$ cat src/design/scm_pkg.sv
// constants for the serializer configuration and mode registers
package scm_pkg;
  localparam logic [7:0] GEN_CFG_OFS = 8'h03;
  localparam logic [7:0] MODE_SEL_OFS = 8'h04;
  localparam logic [7:0] GEN_CFG_RST = 8'hd2;
  localparam logic [7:0] MODE_SEL_RST = 8'h80;
  localparam logic [7:0] GEN_CFG_MASK = 8'hba;
  localparam logic [7:0] MODE_SEL_MASK = 8'ha0;
  localparam int GEN_CRC_EN_BIT = 7;
  localparam int GEN_AUTO_ACK_BIT = 5;
  localparam int GEN_FILTER_BIT = 4;
  localparam int GEN_PASS_BIT = 3;
  localparam int GEN_CLK_AUTO_BIT = 1;
  localparam int MODE_FAILSAFE_BIT = 7;
  localparam int MODE_CRC_CLR_BIT = 5;
  localparam int FILTER_CYCLES = 2;
  localparam int NUM_PORTS = 2;
  localparam int NUM_SYNC_IN = 3;
endpackage : scm_pkg

$ cat src/design/scm_config_regs.sv
// general configuration and mode select registers with the logic they steer
`timescale 1ns/1ns
module scm_config_regs #(
  parameter int NSYNC = scm_pkg::NUM_SYNC_IN
) (
  // clock and reset
  input wire logic mclk,
  input wire logic reset_n,
  // register access from the serial control bus slave
  input wire logic [7:0] reg_addr,
  input wire logic reg_wr,
  input wire logic [7:0] reg_wdata,
  output logic [7:0] reg_rdata,
  input wire logic second_port_select,
  // i2c bridging decisions
  input wire logic rw_req,
  input wire logic rw_is_write,
  input wire logic rw_port,
  input wire logic rw_to_des,
  input wire logic rw_alias_hit,
  input wire logic remote_ack,
  input wire logic remote_nack,
  output logic fwd_req,
  output logic local_ack,
  output logic local_nack,
  // sync inputs {vs, hs, de} and filtered copy
  input wire logic [NSYNC-1:0] sync_in,
  output logic [NSYNC-1:0] sync_out,
  // clock, crc and failsafe controls
  input wire logic tmds_clk_present,
  output logic use_int_osc,
  output logic crc_check_en,
  output logic crc_cnt_clear,
  output logic failsafe_low
);
  logic [7:0] gen_q;
  logic [7:0] gen_d;
  logic [7:0] mode_q;
  logic [7:0] mode_d;
  logic [scm_pkg::NUM_PORTS-1:0] auto_ack_q;
  logic [scm_pkg::NUM_PORTS-1:0] pass_q;
  logic pend_auto_q;
  logic [7:0] rdata_d;
  logic [NSYNC-1:0] sync_hist_q;

  wire wr_gen = reg_wr && (reg_addr == scm_pkg::GEN_CFG_OFS);
  wire wr_mode = reg_wr && (reg_addr == scm_pkg::MODE_SEL_OFS);
  wire sel_port = second_port_select;
  wire auto_sel = auto_ack_q[sel_port];
  wire pass_sel = pass_q[sel_port];
  wire filter_en = gen_q[scm_pkg::GEN_FILTER_BIT];
  // the transaction's own port decides its handling
  wire req_auto = auto_ack_q[rw_port];
  wire req_pass = pass_q[rw_port];
  wire req_fwd = rw_req && (rw_to_des || (req_pass && rw_alias_hit));
  wire early_ack = req_fwd && rw_is_write && req_auto;
  wire waiting_remote = !pend_auto_q;

  // shared bits show the copy of the selected port
  wire [7:0] gen_view = (gen_q & ~((8'h01 << scm_pkg::GEN_AUTO_ACK_BIT)
                         | (8'h01 << scm_pkg::GEN_PASS_BIT)))
                        | ({7'h00, auto_sel} << scm_pkg::GEN_AUTO_ACK_BIT)
                        | ({7'h00, pass_sel} << scm_pkg::GEN_PASS_BIT);
  assign gen_d = wr_gen ? (reg_wdata & scm_pkg::GEN_CFG_MASK) : gen_q;
  assign mode_d = wr_mode ? (reg_wdata & scm_pkg::MODE_SEL_MASK) : mode_q;
  assign rdata_d = (reg_addr == scm_pkg::GEN_CFG_OFS) ? gen_view :
                   (reg_addr == scm_pkg::MODE_SEL_OFS) ? mode_q : 8'h00;

  always_ff @(posedge mclk) begin
    if (!reset_n) begin
      // reserved bit 6 shows its reset value until the first write
      gen_q <= scm_pkg::GEN_CFG_RST;
      mode_q <= scm_pkg::MODE_SEL_RST;
      reg_rdata <= 8'h00;
    end else begin
      gen_q <= gen_d;
      mode_q <= mode_d;
      reg_rdata <= rdata_d;
    end
  end

  // per-port copies of auto-ack and pass-through
  always_ff @(posedge mclk) begin
    if (!reset_n) begin
      auto_ack_q <= '0;
      pass_q <= '0;
    end else if (wr_gen) begin
      auto_ack_q[sel_port] <= reg_wdata[scm_pkg::GEN_AUTO_ACK_BIT];
      pass_q[sel_port] <= reg_wdata[scm_pkg::GEN_PASS_BIT];
    end
  end

  // bridging answers to the local master
  // remote answers follow the mode latched at the last forwarded request
  always_ff @(posedge mclk) begin
    if (!reset_n) begin
      pend_auto_q <= 1'b0;
      fwd_req <= 1'b0;
      local_ack <= 1'b0;
      local_nack <= 1'b0;
    end else begin
      if (req_fwd) begin
        pend_auto_q <= req_auto && rw_is_write;
      end
      fwd_req <= req_fwd;
      local_ack <= early_ack || (remote_ack && waiting_remote);
      local_nack <= remote_nack && waiting_remote;
    end
  end

  // two-clock glitch filter, one lane per sync input
  genvar gi;
  generate
    for (gi = 0; gi < NSYNC; gi++) begin : g_filt
      always_ff @(posedge mclk) begin
        if (!reset_n) begin
          sync_hist_q[gi] <= 1'b0;
          sync_out[gi] <= 1'b0;
        end else begin
          sync_hist_q[gi] <= sync_in[gi];
          if (!filter_en || (sync_in[gi] == sync_hist_q[gi])) begin
            sync_out[gi] <= sync_in[gi];
          end
        end
      end
      AST_FILTER_REJECT: assert property (@(posedge mclk) disable iff (!reset_n)
        $past(filter_en) && $changed(sync_out[gi])
        |-> $past(sync_in[gi]) == $past(sync_in[gi], 2))
        else $error("filter passed a one-clock pulse");
      AST_FILTER_KEEP: assert property (@(posedge mclk) disable iff (!reset_n)
        filter_en && (sync_in[gi] == sync_hist_q[gi]) |=> sync_out[gi] == $past(sync_in[gi]))
        else $error("filter dropped a steady level");
      AST_FILTER_OFF: assert property (@(posedge mclk) disable iff (!reset_n)
        !filter_en |=> sync_out[gi] == $past(sync_in[gi]))
        else $error("unfiltered input not passed on");
    end
  endgenerate

  always_ff @(posedge mclk) begin
    if (!reset_n) begin
      use_int_osc <= 1'b0;
      crc_check_en <= 1'b0;
      crc_cnt_clear <= 1'b0;
      failsafe_low <= 1'b0;
    end else begin
      use_int_osc <= gen_q[scm_pkg::GEN_CLK_AUTO_BIT] && !tmds_clk_present;
      crc_check_en <= gen_q[scm_pkg::GEN_CRC_EN_BIT];
      crc_cnt_clear <= mode_q[scm_pkg::MODE_CRC_CLR_BIT];
      failsafe_low <= mode_q[scm_pkg::MODE_FAILSAFE_BIT];
    end
  end

  AST_CRC_EN_FOLLOWS: assert property (@(posedge mclk) disable iff (!reset_n)
    wr_gen |-> ##2 crc_check_en == $past(reg_wdata[scm_pkg::GEN_CRC_EN_BIT], 2))
    else $error("crc checker enable does not follow write");
  AST_AUTO_ACK_NOW: assert property (@(posedge mclk) disable iff (!reset_n)
    rw_req && rw_is_write && rw_to_des && req_auto |=> local_ack)
    else $error("auto ack not given at once");
  AST_NO_REMOTE_NACK: assert property (@(posedge mclk) disable iff (!reset_n)
    remote_nack && pend_auto_q |=> !local_nack)
    else $error("remote nack leaked in auto ack mode");
  AST_PASS_FWD: assert property (@(posedge mclk) disable iff (!reset_n)
    rw_req && req_pass && rw_alias_hit |=> fwd_req)
    else $error("alias match not forwarded");
  AST_PORT_GATE: assert property (@(posedge mclk) disable iff (!reset_n)
    rw_req && !rw_to_des && !pass_q[rw_port] |=> !fwd_req)
    else $error("forward without pass-through on that port");
  AST_OSC_SWITCH: assert property (@(posedge mclk) disable iff (!reset_n)
    !tmds_clk_present && gen_q[scm_pkg::GEN_CLK_AUTO_BIT] |=> use_int_osc)
    else $error("no switch to internal oscillator");
  AST_FAILSAFE: assert property (@(posedge mclk) disable iff (!reset_n)
    wr_mode |-> ##2 failsafe_low == $past(reg_wdata[scm_pkg::MODE_FAILSAFE_BIT], 2))
    else $error("failsafe level does not follow write");
  AST_CRC_CLR_HOLD: assert property (@(posedge mclk) disable iff (!reset_n)
    mode_q[scm_pkg::MODE_CRC_CLR_BIT] && !wr_mode |=> crc_cnt_clear [*2])
    else $error("crc clear bit cleared itself");
  AST_RSVD_ZERO: assert property (@(posedge mclk) disable iff (!reset_n)
    reg_addr == scm_pkg::MODE_SEL_OFS |=> (reg_rdata & ~scm_pkg::MODE_SEL_MASK) == 8'h00)
    else $error("reserved bits read nonzero");

  // checks on register contents and level outputs
  AST_MODE_HOLD: assert property (@(posedge mclk) disable iff (!reset_n)
    !wr_mode |=> mode_q == $past(mode_q))
    else $error("mode register changed without a write");
  AST_GEN_RSVD: assert property (@(posedge mclk) disable iff (!reset_n)
    wr_gen |=> (gen_q & ~scm_pkg::GEN_CFG_MASK) == 8'h00)
    else $error("reserved config bits took written value");
  AST_CRC_OFF: assert property (@(posedge mclk) disable iff (!reset_n)
    !gen_q[scm_pkg::GEN_CRC_EN_BIT] |=> !crc_check_en)
    else $error("crc checker enabled while bit clear");
  AST_OSC_STAY: assert property (@(posedge mclk) disable iff (!reset_n)
    tmds_clk_present || !gen_q[scm_pkg::GEN_CLK_AUTO_BIT] |=> !use_int_osc)
    else $error("internal oscillator chosen without cause");

  // checks on the bridging answers and forwards
  AST_REMOTE_ACK: assert property (@(posedge mclk) disable iff (!reset_n)
    remote_ack && waiting_remote |=> local_ack)
    else $error("remote ack not passed on");
  AST_NACK_PASS: assert property (@(posedge mclk) disable iff (!reset_n)
    remote_nack && waiting_remote |=> local_nack)
    else $error("remote nack not passed on");
  AST_NO_REMOTE_ACK: assert property (@(posedge mclk) disable iff (!reset_n)
    remote_ack && pend_auto_q && !early_ack |=> !local_ack)
    else $error("remote ack passed in auto ack mode");
  AST_LOCAL_ACK_SRC: assert property (@(posedge mclk) disable iff (!reset_n)
    local_ack |-> $past(early_ack) || $past(remote_ack))
    else $error("local ack without a cause");
  AST_LOCAL_NACK_SRC: assert property (@(posedge mclk) disable iff (!reset_n)
    local_nack |-> $past(remote_nack))
    else $error("local nack without a remote nack");
  AST_FWD_ONLY_REQ: assert property (@(posedge mclk) disable iff (!reset_n)
    !rw_req |=> !fwd_req)
    else $error("forward without a request");
endmodule : scm_config_regs

$ cat config.mk
export PLATFORM = sky130hd
export DESIGN_NAME = scm_config_regs
export DESIGN_NICKNAME = d
export VERILOG_FILES = /design/src/design/scm_pkg.sv /design/src/design/scm_config_regs.sv
export SDC_FILE = /design/constraint.sdc
export NUM_CORES = 1
export LEC_CHECK = 0
export BUFFER_PORTS_ARGS = -buffer_cell sky130_fd_sc_hd__buf_2
export CORE_MARGIN = 2
export CORE_UTILIZATION = 42
export DETAILED_ROUTE_END_ITERATION = 10
export GPL_TIMING_DRIVEN = 0
export PLACE_DENSITY_LB_ADDON = 0.12
export SYNTH_ARGS = -nofsm -noshare
export SYNTH_HDL_FRONTEND = slang
export SYNTH_SLANG_ARGS = --single-unit
$ cat constraint.sdc
create_clock -name mclk -period 1.56 [get_ports mclk]
set_clock_uncertainty 0.15 [all_clocks]
set_input_delay 0.078 -clock mclk [delete_from_list [all_inputs] [get_ports mclk]]
set_output_delay 0.078 -clock mclk [all_outputs]
set_load 0.02 [all_outputs]
==> results.toml, run 1 <==
[die]
io_pins = 49
rows = 18
die_h_um = 55.6
core_um2 = 2500
die_width_um = 55.6
start_util_pct = 44.7
dieArea_um2 = 3090

[logic_synthesis]
synth_edf_count = 0
yosysMostFrequentCell = "dfxtp_1"
synth.area.top_cells = "dfxtp_1 54%, mux2i_1 8.1%, nand2_1 4.7%"
synth_top_cell_by_area = "dfxtp_1"
yosysUniqueCellTypes = 28
synth_top_area_share_pct = 53.7
synthArstFlopShare_pct = 0
ys_ff_latch = 30
syn_area_um2 = 1120
ys_seq_area_share_pct = 53.7
synthFlopType = "dfxtp_1"
syn_avg_cell_area_um2 = 9.99
yosysWarningCount = 0
synthTopCellsByCount = "30 x dfxtp_1, 14 x nand2_1, 9 x mux2i_1"
synthCells = 112

[setup_path]
cp_data_required_time_ns = 1.63
crit_cells = 5
critPathLaunchType = "input pin"
crit_start = "reg_addr[5]"
slowest_delay_ns = 0.69
end_kind = "flip-flop"
crit_path_top_delay_cell = "dlygate4sd3_1"
reg2reg_to = "pend_auto_q$_SDFFE_PN0P_"
crit_family = "buffers and inverters"
path_class = "in -> reg"
cp_cell_sequence = "buf_2 > nor4_4 > dlygate4sd3_1 > nand4_1 > o31a_1"
crit_end = "gen_q[7]$_SDFFE_PN1P_"
crit_buf_inv = 2
r2r_setup_slack_ns = 0.32
worst_ep_arrival_time_ns = 1.55
reg2regPathDepth = 3
critPathMaxFanout = 8
reg2reg_from = "pass_q[1]$_SDFFE_PN0P_"

[clock_network]
numCtsBuffers = 5
clock-sinks = 30
path_clk_slew_ns = 0.09
htree_levels = 2
cts_hold_buffers = 21
clk-insertion-delay-late_ns = 0.32
ctsResizeCount = 0
post_cts_buffers = 0
tritoncts = "done"
clk_path_buf_depth = 2
clockRootBuffer = "clkbuf_4"

[routing]
vias_per_cell = 4.78
num_vias = 1027
drc = 0
first_pass_iters = 4
detail_route.wl_per_cell_um = 11.6
detail-route-antenna-nets = 0
drtIter0Drc = 16
wl_um = 2500

[power]
p_per_area_nw_per_um2 = 861
leakage_nw = 0.816
power.total_mw = 1.42
ir_drop_mv = 0.626

[sta]
tns_ns = 0
setup_viol = 0
rsz0062_at_grt = "no"
post-route-period-util_pct = 94.4
tightest_slew_ns = 0.580
slew_violations = 0
layout_min_cycle_time_ns = 1.47
timing_hold_violations_final = 0
slew_headroom_pct = 60.8
clock.fmax_ghz = 0.679
holdWs_ns = 0.0110

[job]
cap_violations = 0

[global_routing]
grt_max_degree = 11
track_usage_pct = 17.5
antenna_found_initial = 0
grt_pass1_vias = 1002
grt.overflow.total = 0
grt_first_pass_wirelength_um = 4190

[hold_path]
hold_class = "in -> reg"

[placed_design]
place.detailed.hpwl_um = 1730
place.gp.congestion = 0.715
numPortBuffers = 43

[finish]
area_growth_pct = 47.1
fin_nets = 215
insertedDiodeCount = 0
drive_above_1_share_pct = 30.3

[outcome]
outcome = "completed"
layout make-up:
type / count / area (um2)
fill: 226 / 855
sequential: 30 / 601
multi-input combinational: 73 / 475
timing repair buffer: 64 / 425
clock buffer: 7 / 55.1
tap: 30 / 37.5
buffer: 5 / 27.5
inverter: 5 / 18.8
clock inverter: 1 / 5.00
stage by stage:
step	cell area, um2	util, %	setup slack (ns)	std cells
floorplan	1120	-	0.440	113
global placement	1380	55.0	0.141	186
detailed placement	1380	55.0	0.111	186
CTS	1650	65.8	0.115	215
global route	1650	65.8	0.0370	215
finish	1650	65.8	0.0880	215
cell usage in the layout, fill, tap and decap left out, types with 3 or more instances in the layout:
cell type	instances
a21oi_1	3
nand2_1	14
a21o_1	3
and2_1	8
buf_2	44
nand4_1	4
clkbuf_4	5
dfxtp_1	30
dlygate4sd3_1	21
nor2_1	4
o21ai_0	5
inv_1	5
clkbuf_1	3
mux2i_1	9
nor2b_1	3
worst min path at each step:
stage	from	to	slack (ns)	depth (start not counted)
4_1_cts	reset_n	mode_q[7]$_SDFFE_PN1P_	0.004	3
6_report	reg_addr[0]	reg_rdata[7]$_SDFF_PN0_	0.01	4
3_5_place_dp	tmds_clk_present	use_int_osc$_SDFF_PN0_	0.09	2
3_3_place_gp	tmds_clk_present	use_int_osc$_SDFF_PN0_	0.09	2
5_1_grt	reg_addr[3]	reg_rdata[7]$_SDFF_PN0_	0.03	4
2_1_floorplan	tmds_clk_present	use_int_osc$_SDFF_PN0_	-0.0009	1
power breakdown:
group | internal [mW] | switching (mW) | total [mW]
logic | 0.0862 | 0.0768 | 0.163
registers | 0.781 | 0.00499 | 0.786
clock network | 0.218 | 0.250 | 0.467
total | 1.09 | 0.331 | 1.42
worst register-to-register path, stage by stage (launching register included):
cell	delay (ns)
dfxtp_1	0.33
mux2i_1	0.16
a2bb2oi_1	0.31
mux2i_1	0.23
state kept, by name, indices dropped and copies added (netlist names):
register and count:
crc_check_en 1, pend_auto_q 1, local_ack 1, failsafe_low 1, auto_ack_q 2, mode_q 2
use_int_osc 1, fwd_req 1, local_nack 1, pass_q 2, crc_cnt_clear 1, sync_hist_q 3
gen_q 4, sync_out 3, reg_rdata 6
routing by layer:
layer	part of all wire, %	global-route usage, %	routed length [um]
met1	41	17.8	1020
met3	5.6	6.74	140
met5	0	0	0
met4	1.5	6.27	37
met2	52	32.3	1310
cell families after synthesis:
logic type / share of synthesized area [%]
simple gates: 21.9
flops: 53.7
compound gates: 9.84
mux: 10.1
buf+inv: 4.14
other cells: 0.335
No activity file was read; power rests on OpenSTA's default activity.
==> run 2, diff against run 1 <==
Settings changed: ABC_AREA set to 1.
==> results.toml, run 2 <==
[power]
power.total_mw = 1.42
p_per_area_nw_per_um2 = 835
ir_drop_mv = 0.874
leakage_nw = 0.938

[clock_network]
post_cts_buffers = 0
path_clk_slew_ns = 0.08
tritoncts = "done"
htree_levels = 2
clk-insertion-delay-late_ns = 0.31
clk_path_buf_depth = 2
clock-sinks = 30
numCtsBuffers = 5
clockRootBuffer = "clkbuf_4"

[logic_synthesis]
yosysWarningCount = 0
synthFlopType = "dfxtp_1"
syn_avg_cell_area_um2 = 7.47
synthCells = 156
synth.area.top_cells = "dfxtp_1 52%, nand2_1 12%, inv_1 7.7%"
yosysUniqueCellTypes = 20
syn_area_um2 = 1160
ys_ff_latch = 30
synth_top_cell_by_area = "dfxtp_1"
ys_seq_area_share_pct = 51.6
synthTopCellsByCount = "38 x nand2_1, 30 x dfxtp_1, 24 x inv_1"
synth_edf_count = 0
synth_top_area_share_pct = 51.6
synthArstFlopShare_pct = 0
yosysMostFrequentCell = "nand2_1"

[finish]
final_common_cell = "buf_2"
insertedDiodeCount = 0
regMostFlops = "reg_rdata"
area_growth_pct = 45.7
reg.largest.list = "reg_rdata x6, gen_q x4"
largest_reg_flops = 6
final_cell_mix = "44 x buf_2, 38 x nand2_1, 29 x dfxtp_1"
drive_above_1_share_pct = 25.0
fill_cells = 261
fin_nets = 258

[global_routing]
track_usage_pct = 17.3
antenna_found_initial = 0
grt_first_pass_wirelength_um = 4250
grt.overflow.total = 0
grt_pass1_vias = 1074
grt_max_degree = 11

[setup_path]
slowest_delay_ns = 0.65
worst_ep_arrival_time_ns = 1.57
reg2regPathDepth = 5
crit_family = "buffers and inverters"
end_kind = "flip-flop"
cp_cell_sequence = "buf_2 > dlygate4sd3_1 > nand2_4 > nand2_1 > nand3_1 > dlygate4sd3_1"
cp_data_required_time_ns = 1.62
crit_cells = 6
crit_path_top_delay_cell = "dlygate4sd3_1"
path_class = "in -> reg"
crit_buf_inv = 3
critPathLaunchType = "input pin"
critPathMaxFanout = 4
crit_top_cell = "dlygate4sd3_1"

[routing]
vias_per_cell = 4.57
met2_length_um = 1190
drc = 0
first_pass_iters = 4
m1WireLength_um = 1150
wl_um = 2520
drtIter0Drc = 23
detail-route-antenna-nets = 0
met3_length_um = 136
num_vias = 1183
detail_route.wl_per_cell_um = 9.72
routed.top_layer = "met4"

[die]
io_pins = 49
die_h_um = 56.7
die_width_um = 56.7
dieArea_um2 = 3210
rows = 19
start_util_pct = 43.4
core_um2 = 2690

[job]
cap_violations = 0

[sta]
setup_viol = 0
rsz0062_at_grt = "no"
timing_hold_violations_final = 0
layout_min_cycle_time_ns = 1.52
clock.fmax_ghz = 0.660
slew_violations = 0
post-route-period-util_pct = 97.1
tns_ns = 0

[placed_design]
numPortBuffers = 41
place.gp.congestion = 0.791
place.detailed.hpwl_um = 1740

[outcome]
outcome = "completed"

[hold_path]
hold_class = "in -> reg"
hold_depth = 3
-- run 2: cell count changes in the layout (fill, tap and decap cells not counted), moves of 8 or more --
cell and change:
inv_1 +19, nor2_1 +14, mux2i_1 -9, and2_1 -8, nand3_1 +12, nand2_1 +24
-- run 2: final timing paths --
kind,startpoint,to,slack [ns]
worst max-delay path,reg_wr,gen_q[1]$_SDFFE_PN1P_,0.04
worst min-delay path,reset_n,gen_q[6]$_SDFFE_PN1P_,0.02
worst max register to register,auto_ack_q[0]$_SDFFE_PN0P_,pend_auto_q$_SDFFE_PN0P_,0.07
worst min register to register,gen_q[6]$_SDFFE_PN1P_,reg_rdata[6]$_SDFF_PN0_,0.29
-- run 2: layout make-up --
class	count	area [um2]	area share, %
Tap cell	31	38.8	2.29
Clock buffer	7	55.1	3.24
Timing Repair Buffer	63	428	25.2
Clock inverter	1	5.00	0.295
Sequential cell	30	602	35.5
Buffer	7	45.0	2.65
Multi-Input combinational cell	96	433	25.5
Inverter	24	90.1	5.31
-- run 2: cell families (layout without fill, tap and decap cells) --
group           Yosys count  count (layout)  share of synthesized area, %
simple gates             79              79                          29.4
flops                    30              30                          51.6
other cells               1               2                         0.322
buf+inv                  31             102                          11.6
compound gates           15              15                          7.09
-- run 2: what timing repair did --
action | in CTS | in global routing
endpoints found under the hold margin | 25 | 0
gates resized for setup | 0 | 2
setup endpoints to repair | 0 | 1
hold buffers | 22 | 0
-- run 2: tightest hold or removal path, delay by kind of cell --
family | cells | cell delay [ns]
and+or+nand+nor | 1 | 0.08
buffers and inverters | 2 | 0.31
-- run 2: per-stage QoR --
stage | instances | util, % | instance area (um2) | hold WS [ns] | setup slack (ns)
finish | 259 | 63.2 | 1700 | 0.0230 | 0.0450
global route | 259 | 63.2 | 1700 | 0.0351 | 0.0178
CTS | 259 | 63.0 | 1690 | 0.00921 | 0.0344
detailed placement | 229 | 52.6 | 1410 | 0.101 | 0.371
global placement | 229 | 52.6 | 1410 | 0.0950 | 0.392
floorplan | 157 | - | 1170 | 0.00651 | 0.584
-- run 2: where the power goes --
| part | leakage (nW) | switching (mW) | total (mW) | internal, mW |
|---|---|---|---|---|
| Clock | 0.0353 | 0.242 | 0.460 | 0.218 |
| Sequential | 0.245 | 0.00544 | 0.788 | 0.783 |
| Combinational | 0.657 | 0.0841 | 0.169 | 0.0854 |
-- run 2: per-layer routing --
metal / global-route usage, % / vias to the layer above
li1: - / 625
met1: 19.7 / 525
met2: 29.6 / 27
met3: 6.45 / 6
met4: 6.12 / 0
met5: 0 / -
==> run 3, diff against run 2 <==
Settings changed: CORE_UTILIZATION 42 to 30.
Clock period 1.56 ns to 1.55 ns, I/O delays scaled along.
==> results.toml, run 3 (same netlist as run 2, synthesis figures left out) <==
[sta]
clock.fmax_ghz = 0.800
post-route-period-util_pct = 80.6
rsz0062_at_grt = "no"
tns_ns = 0
setup_viol = 0
holdWs_ns = 0.00506
layout_min_cycle_time_ns = 1.25
slew_violations = 0
setup_slack_ns = 0.300
timing_hold_violations_final = 0

[global_routing]
track_usage_pct = 13.8
grt_first_pass_wirelength_um = 4550
antenna_found_initial = 0
grt.overflow.total = 0
grt_max_degree = 11
grt_pass1_vias = 1087

[routing]
drc = 0
first_pass_iters = 4
vias_per_cell = 4.33
detail-route-antenna-nets = 0
wl_um = 2650
drtIter0Drc = 49
num_vias = 1148
detail_route.wl_per_cell_um = 10.0

[die]
io_pins = 49
start_util_pct = 31.6
dieArea_um2 = 4400
die_width_um = 66.3
rows = 22
die_h_um = 66.3
core_um2 = 3690

[finish]
insertedDiodeCount = 0
fill_cells = 400
design_area_um2 = 1630
fin_nets = 248
area_growth_pct = 40.2
reg.largest.list = "reg_rdata x6, gen_q x4"
regMostFlops = "reg_rdata"
largest_reg_flops = 6
final_cells = 265
final_util_pct = 44.3
final_cell_mix = "44 x buf_2, 38 x nand2_1, 30 x dfxtp_1"
final_common_cell = "buf_2"
drive_above_1_share_pct = 25.8

[setup_path]
cp_data_required_time_ns = 1.62
path_class = "in -> reg"
critPathMaxFanout = 10
critPathLaunchType = "input pin"
worst_ep_arrival_time_ns = 1.32
reg2regPathDepth = 8
end_kind = "flip-flop"

[clock_network]
clock-sinks = 30
htree_levels = 2
numCtsBuffers = 5
cts_hold_buffers = 12
clockRootBuffer = "clkbuf_8"
clk_path_buf_depth = 2
clk-insertion-delay-late_ns = 0.27
post_cts_buffers = 0
ctsResizeCount = 0
path_clk_slew_ns = 0.05
tritoncts = "done"

[power]
leakage_nw = 0.895
ir_drop_mv = 0.444
power.total_mw = 1.52
p_per_area_nw_per_um2 = 928

[placed_design]
numPortBuffers = 41
place_area_um2 = 1430
place.detailed.hpwl_um = 2000
place_inst = 246
place.gp.congestion = 0.757
place_ws_ns = 0.340

[outcome]
outcome = "completed"

[hold_path]
hold_depth = 4
hold_class = "in -> reg"

[job]
cap_violations = 0
==> run 3: cell types whose count changed in the layout (fill, tap and decap cells not counted) <==
cell,change
clkbuf_8,+4
clkbuf_4,-5
dlygate4sd3_1,-9
clkinv_2,+1
clkbuf_1,-1
dfxtp_1,+1
dlymetal6s4s_1,-1
dfxtp_2,-1
==> run 3: area by class of cell <==
class,count,area [um2],share of cell area (%)
timing repair buffer,53,325,19.9
buffer,7,45.0,2.76
inverter,24,90.1,5.52
tap,48,60.1,3.68
clock buffer,5,68.8,4.21
multi-input combinational,96,433,26.5
sequential,30,601,36.8
clock inverter,2,10.0,0.613
==> run 3: report_power, final <==
| group | internal, mW | switching (mW) |
|---|---|---|
| registers | 0.789 | 0.00596 |
| clock network | 0.300 | 0.265 |
| logic | 0.0735 | 0.0825 |
| total | 1.16 | 0.353 |
==> run 3: layer usage <==
metal | vias to the layer above | routed length, um | global-route usage, %
met5 | - | 0 | 0
li1 | 600 | - | -
met4 | 0 | 47 | 5.87
met3 | 6 | 152 | 5.45
met1 | 514 | 1160 | 15.2
met2 | 28 | 1290 | 23.3
==> run 3: worst paths after layout <==
check                         startpoint  slack, ns                       end
hold / removal                   rw_port      0.005      local_ack$_SDFF_PN0_
setup / recovery                 reset_n       0.30  pend_auto_q$_SDFFE_PN0P_
setup reg to reg  pass_q[1]$_SDFFE_PN0P_       0.42  pend_auto_q$_SDFFE_PN0P_
hold reg to reg    gen_q[6]$_SDFFE_PN1P_       0.29   reg_rdata[6]$_SDFF_PN0_
==> run 3: critical path: stages <==
cell and delay (ns):
dlygate4sd3_1 0.53, buf_2 0.22, inv_1 0.16, nor2_1 0.17
nand2_1 0.09, nand2_1 0.06
